## src/hw/tbl_access_pkg.sv

```systemverilog
package tbl_access_pkg;

    // ----------------------------------------------------------------
    // Register addresses in special function register space.
    // ----------------------------------------------------------------
    localparam logic [11:0] ADDR_RESET_CAUSE = 12'hfd0;
    localparam logic [11:0] ADDR_TABLE_LATCH = 12'hfd4;
    localparam logic [11:0] ADDR_PTR_LOW = 12'hfd5;
    localparam logic [11:0] ADDR_PTR_HIGH = 12'hfd6;
    localparam logic [11:0] ADDR_PTR_UPPER = 12'hfd7;

    // ----------------------------------------------------------------
    // Pointer geometry and reset-cause field layout.
    // ----------------------------------------------------------------
    localparam int PTR_W = 22;
    localparam int LOW_W = 21;
    localparam int UPPER_W = 6;
    localparam logic [LOW_W-1:0] PTR_STEP = 21'h000001;
    localparam int BIT_IRQ_LEVEL = 7;
    localparam int BIT_LONG_PROG = 6;
    localparam int BIT_UNUSED = 5;
    localparam int BIT_RESET_OP = 4;
    localparam int BIT_WDT = 3;
    localparam int BIT_PWRDN = 2;
    localparam int BIT_POR = 1;
    localparam int BIT_BROWNOUT = 0;
    localparam logic [7:0] RESET_CAUSE_POR_VALUE = 8'h1c;
    localparam logic [7:0] READ_ZERO = 8'h00;

    // ----------------------------------------------------------------
    // Types.
    // ----------------------------------------------------------------
    typedef enum logic [1:0] {
        PTR_KEEP,
        PTR_POST_INC,
        PTR_POST_DEC,
        PTR_PRE_INC
    } ptr_mode_t;

    typedef struct packed {
        logic write;
        ptr_mode_t mode;
    } tbl_op_t;

    typedef struct packed {
        logic master_clear_pin_reset;
        logic brownout_reset;
        logic reset_op;
        logic wdt_timeout;
        logic watchdog_clear_op;
        logic sleep_op;
    } reset_events_t;

    typedef struct packed {
        logic read;
        logic ext_write;
        logic prog;
        logic [PTR_W-1:0] addr;
        logic [15:0] data;
    } pm_cmd_t;

endpackage

```

## src/hw/byte_pointer.sv

```systemverilog
`timescale 1ns/1ns
`default_nettype none
module byte_pointer
    import tbl_access_pkg::*;
(
    input wire logic clk,
    input wire logic reset,
    input wire logic [2:0] byte_we,
    input wire logic [7:0] wdata,
    input wire logic step,
    input wire tbl_access_pkg::ptr_mode_t mode,
    output logic [PTR_W-1:0] ptr,
    output logic [PTR_W-1:0] access_addr
);
    logic [LOW_W-1:0] plus_one;
    logic [LOW_W-1:0] minus_one;
    logic [LOW_W-1:0] next_low;

    assign plus_one = ptr[LOW_W-1:0] + PTR_STEP;
    assign minus_one = ptr[LOW_W-1:0] - PTR_STEP;
    assign next_low = (mode == PTR_POST_DEC) ? minus_one
                    : (mode == PTR_KEEP) ? ptr[LOW_W-1:0] : plus_one;
    assign access_addr = (mode == PTR_PRE_INC) ?
        {ptr[PTR_W-1], plus_one} : ptr;

    always_ff @(posedge clk or posedge reset)
    begin
        if (reset)
            ptr <= '0;
        else if (step)
            ptr <= {ptr[PTR_W-1], next_low};
        else
        begin
            if (byte_we[0])
                ptr[7:0] <= wdata;
            if (byte_we[1])
                ptr[15:8] <= wdata;
            if (byte_we[2])
                ptr[PTR_W-1:16] <= wdata[UPPER_W-1:0];
        end
    end

    property p_top_kept;
        @(posedge clk) disable iff (reset)
        step |=> ptr[PTR_W-1] == $past(ptr[PTR_W-1]);
    endproperty
    a_top_kept: assert property (p_top_kept)
        else $error("Pointer step changed the top bit.");

    property p_post_inc;
        @(posedge clk) disable iff (reset)
        (step && mode == PTR_POST_INC) |=>
            ptr[LOW_W-1:0] == LOW_W'($past(ptr[LOW_W-1:0]) + PTR_STEP);
    endproperty
    a_post_inc: assert property (p_post_inc)
        else $error("Post increment gave a wrong pointer.");

    property p_post_dec;
        @(posedge clk) disable iff (reset)
        (step && mode == PTR_POST_DEC) |=>
            ptr[LOW_W-1:0] == LOW_W'($past(ptr[LOW_W-1:0]) - PTR_STEP);
    endproperty
    a_post_dec: assert property (p_post_dec)
        else $error("Post decrement gave a wrong pointer.");

endmodule
`default_nettype wire

```

## src/hw/reset_cause_reg.sv

```systemverilog
`timescale 1ns/1ns
`default_nettype none
module reset_cause_reg
    import tbl_access_pkg::*;
(
    input wire logic clk,
    input wire logic reset,
    input wire logic we,
    input wire logic [7:0] wdata,
    input wire tbl_access_pkg::reset_events_t ev,
    output logic [7:0] value
);
    always_ff @(posedge clk or posedge reset)
    begin
        if (reset)
            value <= RESET_CAUSE_POR_VALUE;
        else
        begin
            if (we)
            begin
                value[BIT_IRQ_LEVEL] <= wdata[BIT_IRQ_LEVEL];
                value[BIT_LONG_PROG] <= value[BIT_LONG_PROG]
                    | wdata[BIT_LONG_PROG];
                value[BIT_RESET_OP:BIT_BROWNOUT] <=
                    wdata[BIT_RESET_OP:BIT_BROWNOUT];
            end
            if (ev.master_clear_pin_reset)
                value[BIT_LONG_PROG] <= 1'b0;
            if (ev.brownout_reset)
                value[BIT_BROWNOUT] <= 1'b0;
            if (ev.reset_op)
                value[BIT_RESET_OP] <= 1'b0;
            if (ev.sleep_op)
            begin
                value[BIT_WDT] <= 1'b1;
                value[BIT_PWRDN] <= 1'b0;
            end
            if (ev.watchdog_clear_op)
            begin
                value[BIT_WDT] <= 1'b1;
                value[BIT_PWRDN] <= 1'b1;
            end
            if (ev.wdt_timeout)
                value[BIT_WDT] <= 1'b0;
            value[BIT_UNUSED] <= 1'b0;
        end
    end

    property p_long_sticky;
        @(posedge clk) disable iff (reset)
        ($past(value[BIT_LONG_PROG]) && !$past(ev.master_clear_pin_reset))
            |-> value[BIT_LONG_PROG];
    endproperty
    a_long_sticky: assert property (p_long_sticky)
        else $error("Long program enable cleared without master clear.");

    property p_wdt_flag;
        @(posedge clk) disable iff (reset)
        ev.wdt_timeout |=> !value[BIT_WDT] ##1 1'b1;
    endproperty
    a_wdt_flag: assert property (p_wdt_flag)
        else $error("Watchdog time-out did not clear its flag.");

    property p_sleep_flag;
        @(posedge clk) disable iff (reset)
        (ev.sleep_op && !ev.watchdog_clear_op) |=> !value[BIT_PWRDN];
    endproperty
    a_sleep_flag: assert property (p_sleep_flag)
        else $error("Sleep did not clear the power-down flag.");

    property p_reset_op_flag;
        @(posedge clk) disable iff (reset)
        ev.reset_op |=> !value[BIT_RESET_OP];
    endproperty
    a_reset_op_flag: assert property (p_reset_op_flag)
        else $error("Reset instruction did not clear its flag.");

endmodule
`default_nettype wire

```

## src/hw/table_access_reset_control.sv

```systemverilog
`timescale 1ns/1ns
`default_nettype none
module table_access_reset_control
    import tbl_access_pkg::*;
#(
    parameter int INTERNAL_BYTES = 32768
)
(
    // Clock and power-on reset.
    input wire logic CLK,
    input wire logic RESET,
    // Special function register access.
    input wire logic [11:0] SFR_ADDR,
    input wire logic SFR_WR,
    input wire logic SFR_RD,
    input wire logic [7:0] SFR_WDATA,
    output logic [7:0] SFR_RDATA,
    // Table operation request from the core.
    input wire logic TBL_REQ,
    input wire tbl_access_pkg::tbl_op_t TBL_OP,
    output logic TBL_BUSY,
    output logic TBL_DONE,
    // Reset sources, instruction events and programming voltage.
    input wire tbl_access_pkg::reset_events_t RESET_EVENTS,
    input wire logic VPP_PRESENT,
    // Program memory side.
    output tbl_access_pkg::pm_cmd_t PM_CMD,
    input wire logic [7:0] PM_RDATA,
    // Core control.
    output logic IRQ_PRIORITY_MODE
);
    import tbl_access_pkg::*;

    // ----------------------------------------------------------------
    // Parameter checks.
    // ----------------------------------------------------------------
    if (INTERNAL_BYTES < 2 || INTERNAL_BYTES > (1 << LOW_W))
    begin : g_bad_size
        $error("INTERNAL_BYTES must lie between 2 and the pointer span.");
    end

    localparam logic [LOW_W:0] INTERNAL_LIMIT = (LOW_W+1)'(INTERNAL_BYTES);

    typedef enum logic [1:0] {
        ST_IDLE,
        ST_READ_ISSUE,
        ST_READ_TAKE
    } seq_state_t;

    seq_state_t state;
    seq_state_t next_state;
    logic [7:0] table_data_latch;
    logic [7:0] holding;
    logic [7:0] reset_cause_control;
    logic [PTR_W-1:0] program_byte_pointer;
    logic [PTR_W-1:0] access_addr;

    // ----------------------------------------------------------------
    // Register decode.
    // ----------------------------------------------------------------
    wire hit_cause = (SFR_ADDR == ADDR_RESET_CAUSE);
    wire hit_latch = (SFR_ADDR == ADDR_TABLE_LATCH);
    wire hit_low = (SFR_ADDR == ADDR_PTR_LOW);
    wire hit_high = (SFR_ADDR == ADDR_PTR_HIGH);
    wire hit_upper = (SFR_ADDR == ADDR_PTR_UPPER);
    wire cause_we = SFR_WR && hit_cause;
    wire latch_we = SFR_WR && hit_latch;
    wire [2:0] ptr_we = {3{SFR_WR}} & {hit_upper, hit_high, hit_low};
    wire [7:0] upper_read =
        {{(8-UPPER_W){1'b0}}, program_byte_pointer[PTR_W-1:16]};
    wire [7:0] cause_read =
        reset_cause_control & ~(8'h01 << BIT_UNUSED);
    wire [7:0] read_mux = hit_cause ? cause_read
                        : hit_latch ? table_data_latch
                        : hit_low ? program_byte_pointer[7:0]
                        : hit_high ? program_byte_pointer[15:8]
                        : hit_upper ? upper_read : READ_ZERO;

    // ----------------------------------------------------------------
    // Table operation decode.
    // ----------------------------------------------------------------
    wire take_op = TBL_REQ && (state == ST_IDLE);
    wire take_read = take_op && !TBL_OP.write;
    wire take_write = take_op && TBL_OP.write;
    wire config_space = access_addr[PTR_W-1];
    wire internal_target = config_space ||
        ({1'b0, access_addr[LOW_W-1:0]} < INTERNAL_LIMIT);
    wire odd_byte = access_addr[0];
    wire long_enable = reset_cause_control[BIT_LONG_PROG];
    wire short_write = take_write && internal_target && !odd_byte;
    wire long_write = take_write && internal_target && odd_byte
        && long_enable && VPP_PRESENT;
    wire ext_write = take_write && !internal_target;

    // ----------------------------------------------------------------
    // Submodules.
    // ----------------------------------------------------------------
    byte_pointer u_pointer (
        .clk(CLK),
        .reset(RESET),
        .byte_we(ptr_we),
        .wdata(SFR_WDATA),
        .step(take_op),
        .mode(TBL_OP.mode),
        .ptr(program_byte_pointer),
        .access_addr(access_addr)
    );

    reset_cause_reg u_cause (
        .clk(CLK),
        .reset(RESET),
        .we(cause_we),
        .wdata(SFR_WDATA),
        .ev(RESET_EVENTS),
        .value(reset_cause_control)
    );

    // ----------------------------------------------------------------
    // Sequencer.
    // ----------------------------------------------------------------
    always_comb
    begin
        next_state = state;
        unique case (state)
            ST_IDLE:
                if (take_read)
                    next_state = ST_READ_ISSUE;
            ST_READ_ISSUE:
                next_state = ST_READ_TAKE;
            ST_READ_TAKE:
                next_state = ST_IDLE;
            default:
                next_state = ST_IDLE;
        endcase
    end

    always_ff @(posedge CLK or posedge RESET)
    begin
        if (RESET)
        begin
            state <= ST_IDLE;
            TBL_BUSY <= 1'b0;
            TBL_DONE <= 1'b0;
        end
        else
        begin
            state <= next_state;
            TBL_BUSY <= (next_state != ST_IDLE);
            TBL_DONE <= take_write || (state == ST_READ_TAKE);
        end
    end

    // ----------------------------------------------------------------
    // Program memory command.
    // ----------------------------------------------------------------
    always_ff @(posedge CLK or posedge RESET)
    begin
        if (RESET)
            PM_CMD <= '0;
        else
        begin
            PM_CMD.read <= take_read;
            PM_CMD.ext_write <= ext_write;
            PM_CMD.prog <= long_write;
            if (take_op)
                PM_CMD.addr <= access_addr;
            if (ext_write)
                PM_CMD.data <= {8'h00, table_data_latch};
            else if (long_write)
                PM_CMD.data <= {table_data_latch, holding};
        end
    end

    // ----------------------------------------------------------------
    // Latch, holding register and register read data.
    // ----------------------------------------------------------------
    always_ff @(posedge CLK or posedge RESET)
    begin
        if (RESET)
        begin
            table_data_latch <= '0;
            holding <= '0;
            SFR_RDATA <= '0;
            IRQ_PRIORITY_MODE <= 1'b0;
        end
        else
        begin
            if (state == ST_READ_TAKE)
                table_data_latch <= PM_RDATA;
            else if (latch_we)
                table_data_latch <= SFR_WDATA;
            if (short_write)
                holding <= table_data_latch;
            SFR_RDATA <= SFR_RD ? read_mux : READ_ZERO;
            IRQ_PRIORITY_MODE <= reset_cause_control[BIT_IRQ_LEVEL];
        end
    end

    // ----------------------------------------------------------------
    // Assertions.
    // ----------------------------------------------------------------
    property p_unused_zero;
        @(posedge CLK) disable iff (RESET)
        (SFR_RD && hit_cause) |=> !SFR_RDATA[BIT_UNUSED];
    endproperty
    a_unused_zero: assert property (p_unused_zero)
        else $error("Unused reset-cause bit read as one.");

    property p_priority_mode;
        @(posedge CLK) disable iff (RESET)
        (cause_we && SFR_WDATA[BIT_IRQ_LEVEL]) |=> ##1 IRQ_PRIORITY_MODE;
    endproperty
    a_priority_mode: assert property (p_priority_mode)
        else $error("Priority mode did not follow the enable bit.");

    property p_prog_needs_enable;
        @(posedge CLK) disable iff (RESET)
        PM_CMD.prog |-> $past(long_enable) && $past(VPP_PRESENT);
    endproperty
    a_prog_needs_enable: assert property (p_prog_needs_enable)
        else $error("Programming started without long enable.");

    property p_ext_write;
        @(posedge CLK) disable iff (RESET)
        (take_write && !internal_target) |=>
            PM_CMD.ext_write && !PM_CMD.prog;
    endproperty
    a_ext_write: assert property (p_ext_write)
        else $error("External table write was not issued.");

    property p_even_short;
        @(posedge CLK) disable iff (RESET)
        (take_write && internal_target && !odd_byte) |=>
            !PM_CMD.prog && holding == $past(table_data_latch);
    endproperty
    a_even_short: assert property (p_even_short)
        else $error("Even table write was not a short write.");

    property p_read_byte;
        @(posedge CLK) disable iff (RESET)
        PM_CMD.read |=> ##1 (table_data_latch == $past(PM_RDATA) && TBL_DONE);
    endproperty
    a_read_byte: assert property (p_read_byte)
        else $error("Table read did not load the latch.");

    property p_pre_inc_addr;
        @(posedge CLK) disable iff (RESET)
        (take_op && TBL_OP.mode == PTR_PRE_INC) |=>
            PM_CMD.addr[LOW_W-1:0] ==
            LOW_W'($past(program_byte_pointer[LOW_W-1:0]) + PTR_STEP);
    endproperty
    a_pre_inc_addr: assert property (p_pre_inc_addr)
        else $error("Pre-increment access used a wrong address.");

    property p_read_busy;
        @(posedge CLK) disable iff (RESET)
        take_read |=> TBL_BUSY [*2] ##1 !TBL_BUSY;
    endproperty
    a_read_busy: assert property (p_read_busy)
        else $error("Table read busy window is wrong.");

    property p_config_internal;
        @(posedge CLK) disable iff (RESET)
        (take_write && config_space) |=> !PM_CMD.ext_write;
    endproperty
    a_config_internal: assert property (p_config_internal)
        else $error("Configuration space write went to external memory.");

    property p_short_only;
        @(posedge CLK) disable iff (RESET)
        (take_write && internal_target && !long_enable) |=>
            !PM_CMD.prog && !PM_CMD.ext_write;
    endproperty
    a_short_only: assert property (p_short_only)
        else $error("Internal write issued without long enable.");

    property p_access_addr;
        @(posedge CLK) disable iff (RESET)
        take_op |=> PM_CMD.addr == $past(access_addr);
    endproperty
    a_access_addr: assert property (p_access_addr)
        else $error("Table access used a wrong byte address.");

    property p_latch_load;
        @(posedge CLK) disable iff (RESET)
        (latch_we && state != ST_READ_TAKE) |=>
            table_data_latch == $past(SFR_WDATA);
    endproperty
    a_latch_load: assert property (p_latch_load)
        else $error("Table data latch missed a register write.");

    property p_cause_read;
        @(posedge CLK) disable iff (RESET)
        (SFR_RD && hit_cause) |=> SFR_RDATA == $past(cause_read);
    endproperty
    a_cause_read: assert property (p_cause_read)
        else $error("Reset-cause read returned a wrong value.");

    property p_upper_zero;
        @(posedge CLK) disable iff (RESET)
        (SFR_RD && hit_upper) |=> SFR_RDATA[7:UPPER_W] == '0;
    endproperty
    a_upper_zero: assert property (p_upper_zero)
        else $error("Pointer upper byte read unused bits as one.");

    property p_long_data;
        @(posedge CLK) disable iff (RESET)
        PM_CMD.prog |->
            PM_CMD.data == {$past(table_data_latch), $past(holding)};
    endproperty
    a_long_data: assert property (p_long_data)
        else $error("Long write data did not pair latch and holding.");

    c_read: cover property (@(posedge CLK) disable iff (RESET)
        PM_CMD.read ##2 TBL_DONE);
    c_prog: cover property (@(posedge CLK) disable iff (RESET)
        PM_CMD.prog);
    c_ext: cover property (@(posedge CLK) disable iff (RESET)
        PM_CMD.ext_write);
    c_config: cover property (@(posedge CLK) disable iff (RESET)
        take_op && config_space);

endmodule
`default_nettype wire

```

## config.mk

```make
export PLATFORM = sky130hd
export DESIGN_NAME = table_access_reset_control
export DESIGN_NICKNAME = d
export VERILOG_FILES = /design/src/hw/tbl_access_pkg.sv /design/src/hw/byte_pointer.sv /design/src/hw/reset_cause_reg.sv /design/src/hw/table_access_reset_control.sv
export SDC_FILE = /design/constraint.sdc
export NUM_CORES = 1
export LEC_CHECK = 0
export BUFFER_PORTS_ARGS = -buffer_cell sky130_fd_sc_hd__buf_4
export CAP_MARGIN = 20
export CELL_PAD_IN_SITES_DETAIL_PLACEMENT = 0
export CELL_PAD_IN_SITES_GLOBAL_PLACEMENT = 2
export CORE_MARGIN = 5
export CORE_UTILIZATION = 37
export DETAILED_ROUTE_END_ITERATION = 6
export GPL_ROUTABILITY_DRIVEN = 0
export PLACE_DENSITY_LB_ADDON = 0.05
export SYNTH_ARGS = -nofsm -noshare
export SYNTH_HDL_FRONTEND = slang
export SYNTH_SLANG_ARGS = --single-unit
```

## constraint.sdc

```tcl
create_clock -name CLK -period 6 [get_ports CLK]
set_input_delay 1.2 -clock CLK [delete_from_list [all_inputs] [get_ports CLK]]
set_output_delay 1.2 -clock CLK [all_outputs]
set_load 0.005 [all_outputs]
```

==> summary.md <==
| Metric | Value |
|---|---|
| Final ANT Viol Nets | 0 |
| CP Launch Type | primary input |
| Area of the core | approximately 14,000 um^2 |
| Biggest fanout along the worst timing path | 20 |
| MaxCap Viol Count | 0 |
| Final-report hold violation count | 0 |
| Die height | ~130 um |
| Leading cell types in the layout, fill and taps excluded | sky130_fd_sc_hd__buf_4, sky130_fd_sc_hd__dfrtp_1, sky130_fd_sc_hd__nor2_1, sky130_fd_sc_hd__nand2_1, sky130_fd_sc_hd__o21ai_0 |
| Min-delay worst type | flop to flop |
| Synth area leader | sky130_fd_sc_hd__dfrtp_1 |
| Synth Area in XOR/XNOR | 0.0374 |
| DR pass1 iterations | 5 |
| Data arrival at the endpoint of the critical path | roughly 4.1 ns |
| Post-synthesis instance area | ~5400 um^2 |
| Iteration-0 DRC Markers | ~390 |
| Switching power | approximately 0.00069 W |
| Run status | completed |
| Complex-gate fraction of the synthesized area | 0.203 |
| Minimum clock period | 3.83 ns |
| Final count of pins violating max slew | 0 |
| Fraction of final layout cells sized beyond drive strength 1 | 0.237 |
| Effective utilization at floorplan | 0.373 |
| Synthesized area per cell | 9.40 um^2 |
| Share of the yosys chip area belonging to registers | 0.461 |
| Share of the synthesized area in the top cell type | 0.446 |
| Clock sink count | 99 |
| CP delay by family, top | simple AND/OR/NAND/NOR gates |
| Boundary Pins | 95 |
| Growth of design area from synthesis to finish | 19.9% |
| Total negative setup slack | 0 ns |
| Post-synthesis share of cell area spent on full adders, half adders and majority gates | 0.00465 |
| Die W | between 100 and 150 um |
| Critical path's largest stage delay | ~0.75 ns |
| Most frequently used flop master after synthesis | sky130_fd_sc_hd__dfrtp_1 |
| Largest net degree at the start of global routing | 64 |
| Cell breakdown of the critical path | buf_4 -> nand2_1 -> nand4b_4 -> or4_1 -> o31ai_1 -> a41oi_2 -> or3_1 -> mux2_4 |
| Slowest cell on the critical path | sky130_fd_sc_hd__or3_1 |
| Synthesis Warnings | 0 |
| Unrepaired setup endpoints after global routing | no |
| Vias | approximately 4,600 |
| Initial antenna violation count | 0 |
| First-pass GRT wire length | 26,200 um |
| Switching power share of the total | 0.345 |
| Drt via density | approximately 5.6 |
| Cell area after layout | between 6000 and 7000 um^2 |
| Final Net Count | slightly below 700 |
| Top achievable clock speed | around 260 MHz |
| Leak Pwr | between 2 and 3 nW |
| GRT Resource Usage Total | 0.200 |
| Final period util | 0.639 |
| Number of cell rows | 44 |
| Required time of the critical path | 6.25 ns |
| Post-Synth Simple-Gate Area | 0.185 |
| Synthesis-stage register bit count | 99 |
| Finish-stage setup viols | 0 |
| DR WL/cell | between 15 and 20 um |
| Kind of end point of the critical path | flop |
| Transition time at the pin with the least slew margin | roughly 1.1 ns |
| Total wire length after detailed routing | 16,500 um |
| Worst supply voltage drop on vdd | around 0.00014 V |
| TritonCTS clock tree | built |
| Sequential share of power | 0.476 |
| Number of global-route vias before repair | roughly 4,500 |
| Buffer type at the clock tree root | sky130_fd_sc_hd__clkbuf_16 |
| Share of power burned in the clock network | 0.287 |
| ANT cells | 0 |
| Clock latency reported for the late side of the worst-skew pair | 0.36 ns |
| Final-layout fill cell count | roughly 1,400 |
| Internal power summed over all cells | ~0.0013 W |
| Distinct cell type count of the synthesized netlist | roughly 50 |
| Resized Gates After CTS | 0 |
| Relative slew slack | 0.263 |
| Combinational Power Share | 0.237 |
| Number of H-tree levels | 3 |
| Post-CTS clock slew at the launch and capture registers of the worst setup and hold paths | about 0.070 ns |
| Gate count of the mapped netlist | 573 |
| Buffers and inverters on the worst path | 1 |
| Hold Buf Count CTS | 0 |
| Power per standard cell area | between 300 and 400 nW/um^2 |
| Global route overflow | 0 |
| Main combinational cell family by area after synthesis | compound AO/OA/AOI/OAI gates |
| Post-synth EDFFs | 0 |
| Die Outline Area | between 15,000 and 20,000 um^2 |
| Number of buffers created by CTS | 9 |
| Mux contribution to synthesized area | 0.0611 |
| Cell area after placement | ~6000 um^2 |
| Syn Nets | approximately 620 |
| Detailed-placement wirelength estimate | roughly 12,000 um |
| Final setup skew | roughly 0.01 ns |
| Largest buffer count on any clock path | 2 |
| Critical path start-end classification | primary input to flop |
| Hold Slack | roughly 0.43 ns |
| Largest cells by area after synthesis | sky130_fd_sc_hd__dfrtp_1, sky130_fd_sc_hd__o21ai_0, sky130_fd_sc_hd__nand2_1 |
| Most common library cell in the layout ignoring fill and taps | sky130_fd_sc_hd__buf_4 |
| DRC Markers | 0 |
| Proportion of synthesized flip-flops having asynchronous set or reset | 1.00 |
| Buffers inserted by post-CTS timing repair | 0 |
| Port Buffers | between 90 and 100 |
## power by group through the flow
stage	sequential, W	clock, W	combinational (W)
3_5_place_dp	0.000962	0	0.000478
6_report	0.000952	0.000573	0.000475
4_1_cts	0.000949	0.000589	0.000480
2_1_floorplan	0.000858	0	0.000346
5_1_grt	0.000973	0.000613	0.000531
3_3_place_gp	0.000961	0	0.000474
## registers in the layout, indices dropped and copies added, names as in the netlist
signal	cells
IRQ_PRIORITY_MODE	1
TBL_BUSY	1
table_data_latch	8
holding	8
SFR_RDATA	8
state	2
u_pointer.ptr	22
PM_CMD	41
u_cause.value	7
TBL_DONE	1
## worst paths after layout
kind,cells after the start,slack (ns),endpoint,start
worst max-delay path,8,2.17,holding[1],TBL_OP[0]
worst min-delay path,0,0.43,IRQ_PRIORITY_MODE,u_cause.value[7]
worst max register to register,7,2.37,holding[1],u_pointer.ptr[8]
worst min register to register,0,0.43,IRQ_PRIORITY_MODE,u_cause.value[7]
max in group asynchronous,3,3.95,u_pointer.ptr[20],RESET
min in group asynchronous,2,0.94,PM_CMD[24],RESET
## layout make-up
type | instances | area (um^2) | share of cell area
clock buffers | 12 | 246 | 0.0382
clock inverters | 4 | 36.3 | 0.00562
inverters | 16 | 62.6 | 0.00969
multi-input cells | 415 | 2650 | 0.410
flip-flops and latches | 99 | 2480 | 0.384
well taps | 184 | 230 | 0.0357
repair buffers | 100 | 751 | 0.116
## metrics by stage
step / util / instances / worst slack, ns / power (W)
after floorplan: - / 573 / 2.21 / 0.00120
after global placement: 0.427 / 813 / 1.87 / 0.00143
after detailed placement: 0.427 / 813 / 1.81 / 0.00144
after CTS: 0.447 / 829 / 2.19 / 0.00202
after global routing: 0.447 / 830 / 2.02 / 0.00212
final: 0.447 / 830 / 2.17 / 0.00200
## synthesized netlist by cell type (2+ instances only)
| master | n |
|---|---|
| sky130_fd_sc_hd__or2_2 | 2 |
| sky130_fd_sc_hd__a221oi_1 | 12 |
| sky130_fd_sc_hd__or3_1 | 7 |
| sky130_fd_sc_hd__o31ai_1 | 3 |
| sky130_fd_sc_hd__nor2b_1 | 9 |
| sky130_fd_sc_hd__and4_1 | 3 |
| sky130_fd_sc_hd__a31o_2 | 3 |
| sky130_fd_sc_hd__mux2i_1 | 13 |
| sky130_fd_sc_hd__buf_2 | 6 |
| sky130_fd_sc_hd__o21ai_0 | 45 |
| sky130_fd_sc_hd__nand4_1 | 11 |
| sky130_fd_sc_hd__and3_1 | 5 |
| sky130_fd_sc_hd__buf_4 | 6 |
| sky130_fd_sc_hd__a31oi_1 | 18 |
| sky130_fd_sc_hd__o32ai_1 | 5 |
| sky130_fd_sc_hd__nor3_1 | 17 |
| sky130_fd_sc_hd__and2_1 | 6 |
| sky130_fd_sc_hd__mux2_2 | 7 |
| sky130_fd_sc_hd__nor2_1 | 57 |
| sky130_fd_sc_hd__ha_1 | 2 |
| sky130_fd_sc_hd__a22o_1 | 8 |
| sky130_fd_sc_hd__xor2_1 | 5 |
| sky130_fd_sc_hd__o22ai_1 | 3 |
| sky130_fd_sc_hd__a22oi_1 | 9 |
| sky130_fd_sc_hd__mux2_4 | 8 |
| sky130_fd_sc_hd__a21oi_1 | 14 |
| sky130_fd_sc_hd__clkbuf_1 | 29 |
| sky130_fd_sc_hd__xnor2_1 | 18 |
| sky130_fd_sc_hd__o21ba_2 | 9 |
| sky130_fd_sc_hd__nor4_1 | 4 |
| sky130_fd_sc_hd__dfrtp_1 | 96 |
| sky130_fd_sc_hd__nor3b_1 | 2 |
| sky130_fd_sc_hd__nand3_1 | 17 |
| sky130_fd_sc_hd__nand2_1 | 58 |
| sky130_fd_sc_hd__dfstp_2 | 3 |
| sky130_fd_sc_hd__or4_1 | 4 |
| sky130_fd_sc_hd__o22a_1 | 20 |
| sky130_fd_sc_hd__inv_1 | 16 |
## metal layers
| layer | global-route usage | up-vias | wire [um] |
|---|---|---|---|
| li1 | - | 2202 | - |
| met1 | 0.308 | 2267 | 8110 |
| met2 | 0.291 | 142 | 7190 |
| met3 | 0.0272 | 17 | 991 |
| met4 | 0.0611 | 0 | 242 |
| met5 | 0 | - | 0 |
## cells by family (layout without fill, tap and decap cells)
group	after synthesis	count (layout)
and+or+nand+nor	206	206
AOI/OAI and AO/OA	156	156
DFF	99	99
adders and majority gates	2	2
buffers and inverters	59	132
xor gates and xnor gates	23	23
muxes	28	28
(Power assumes the default switching activity.)
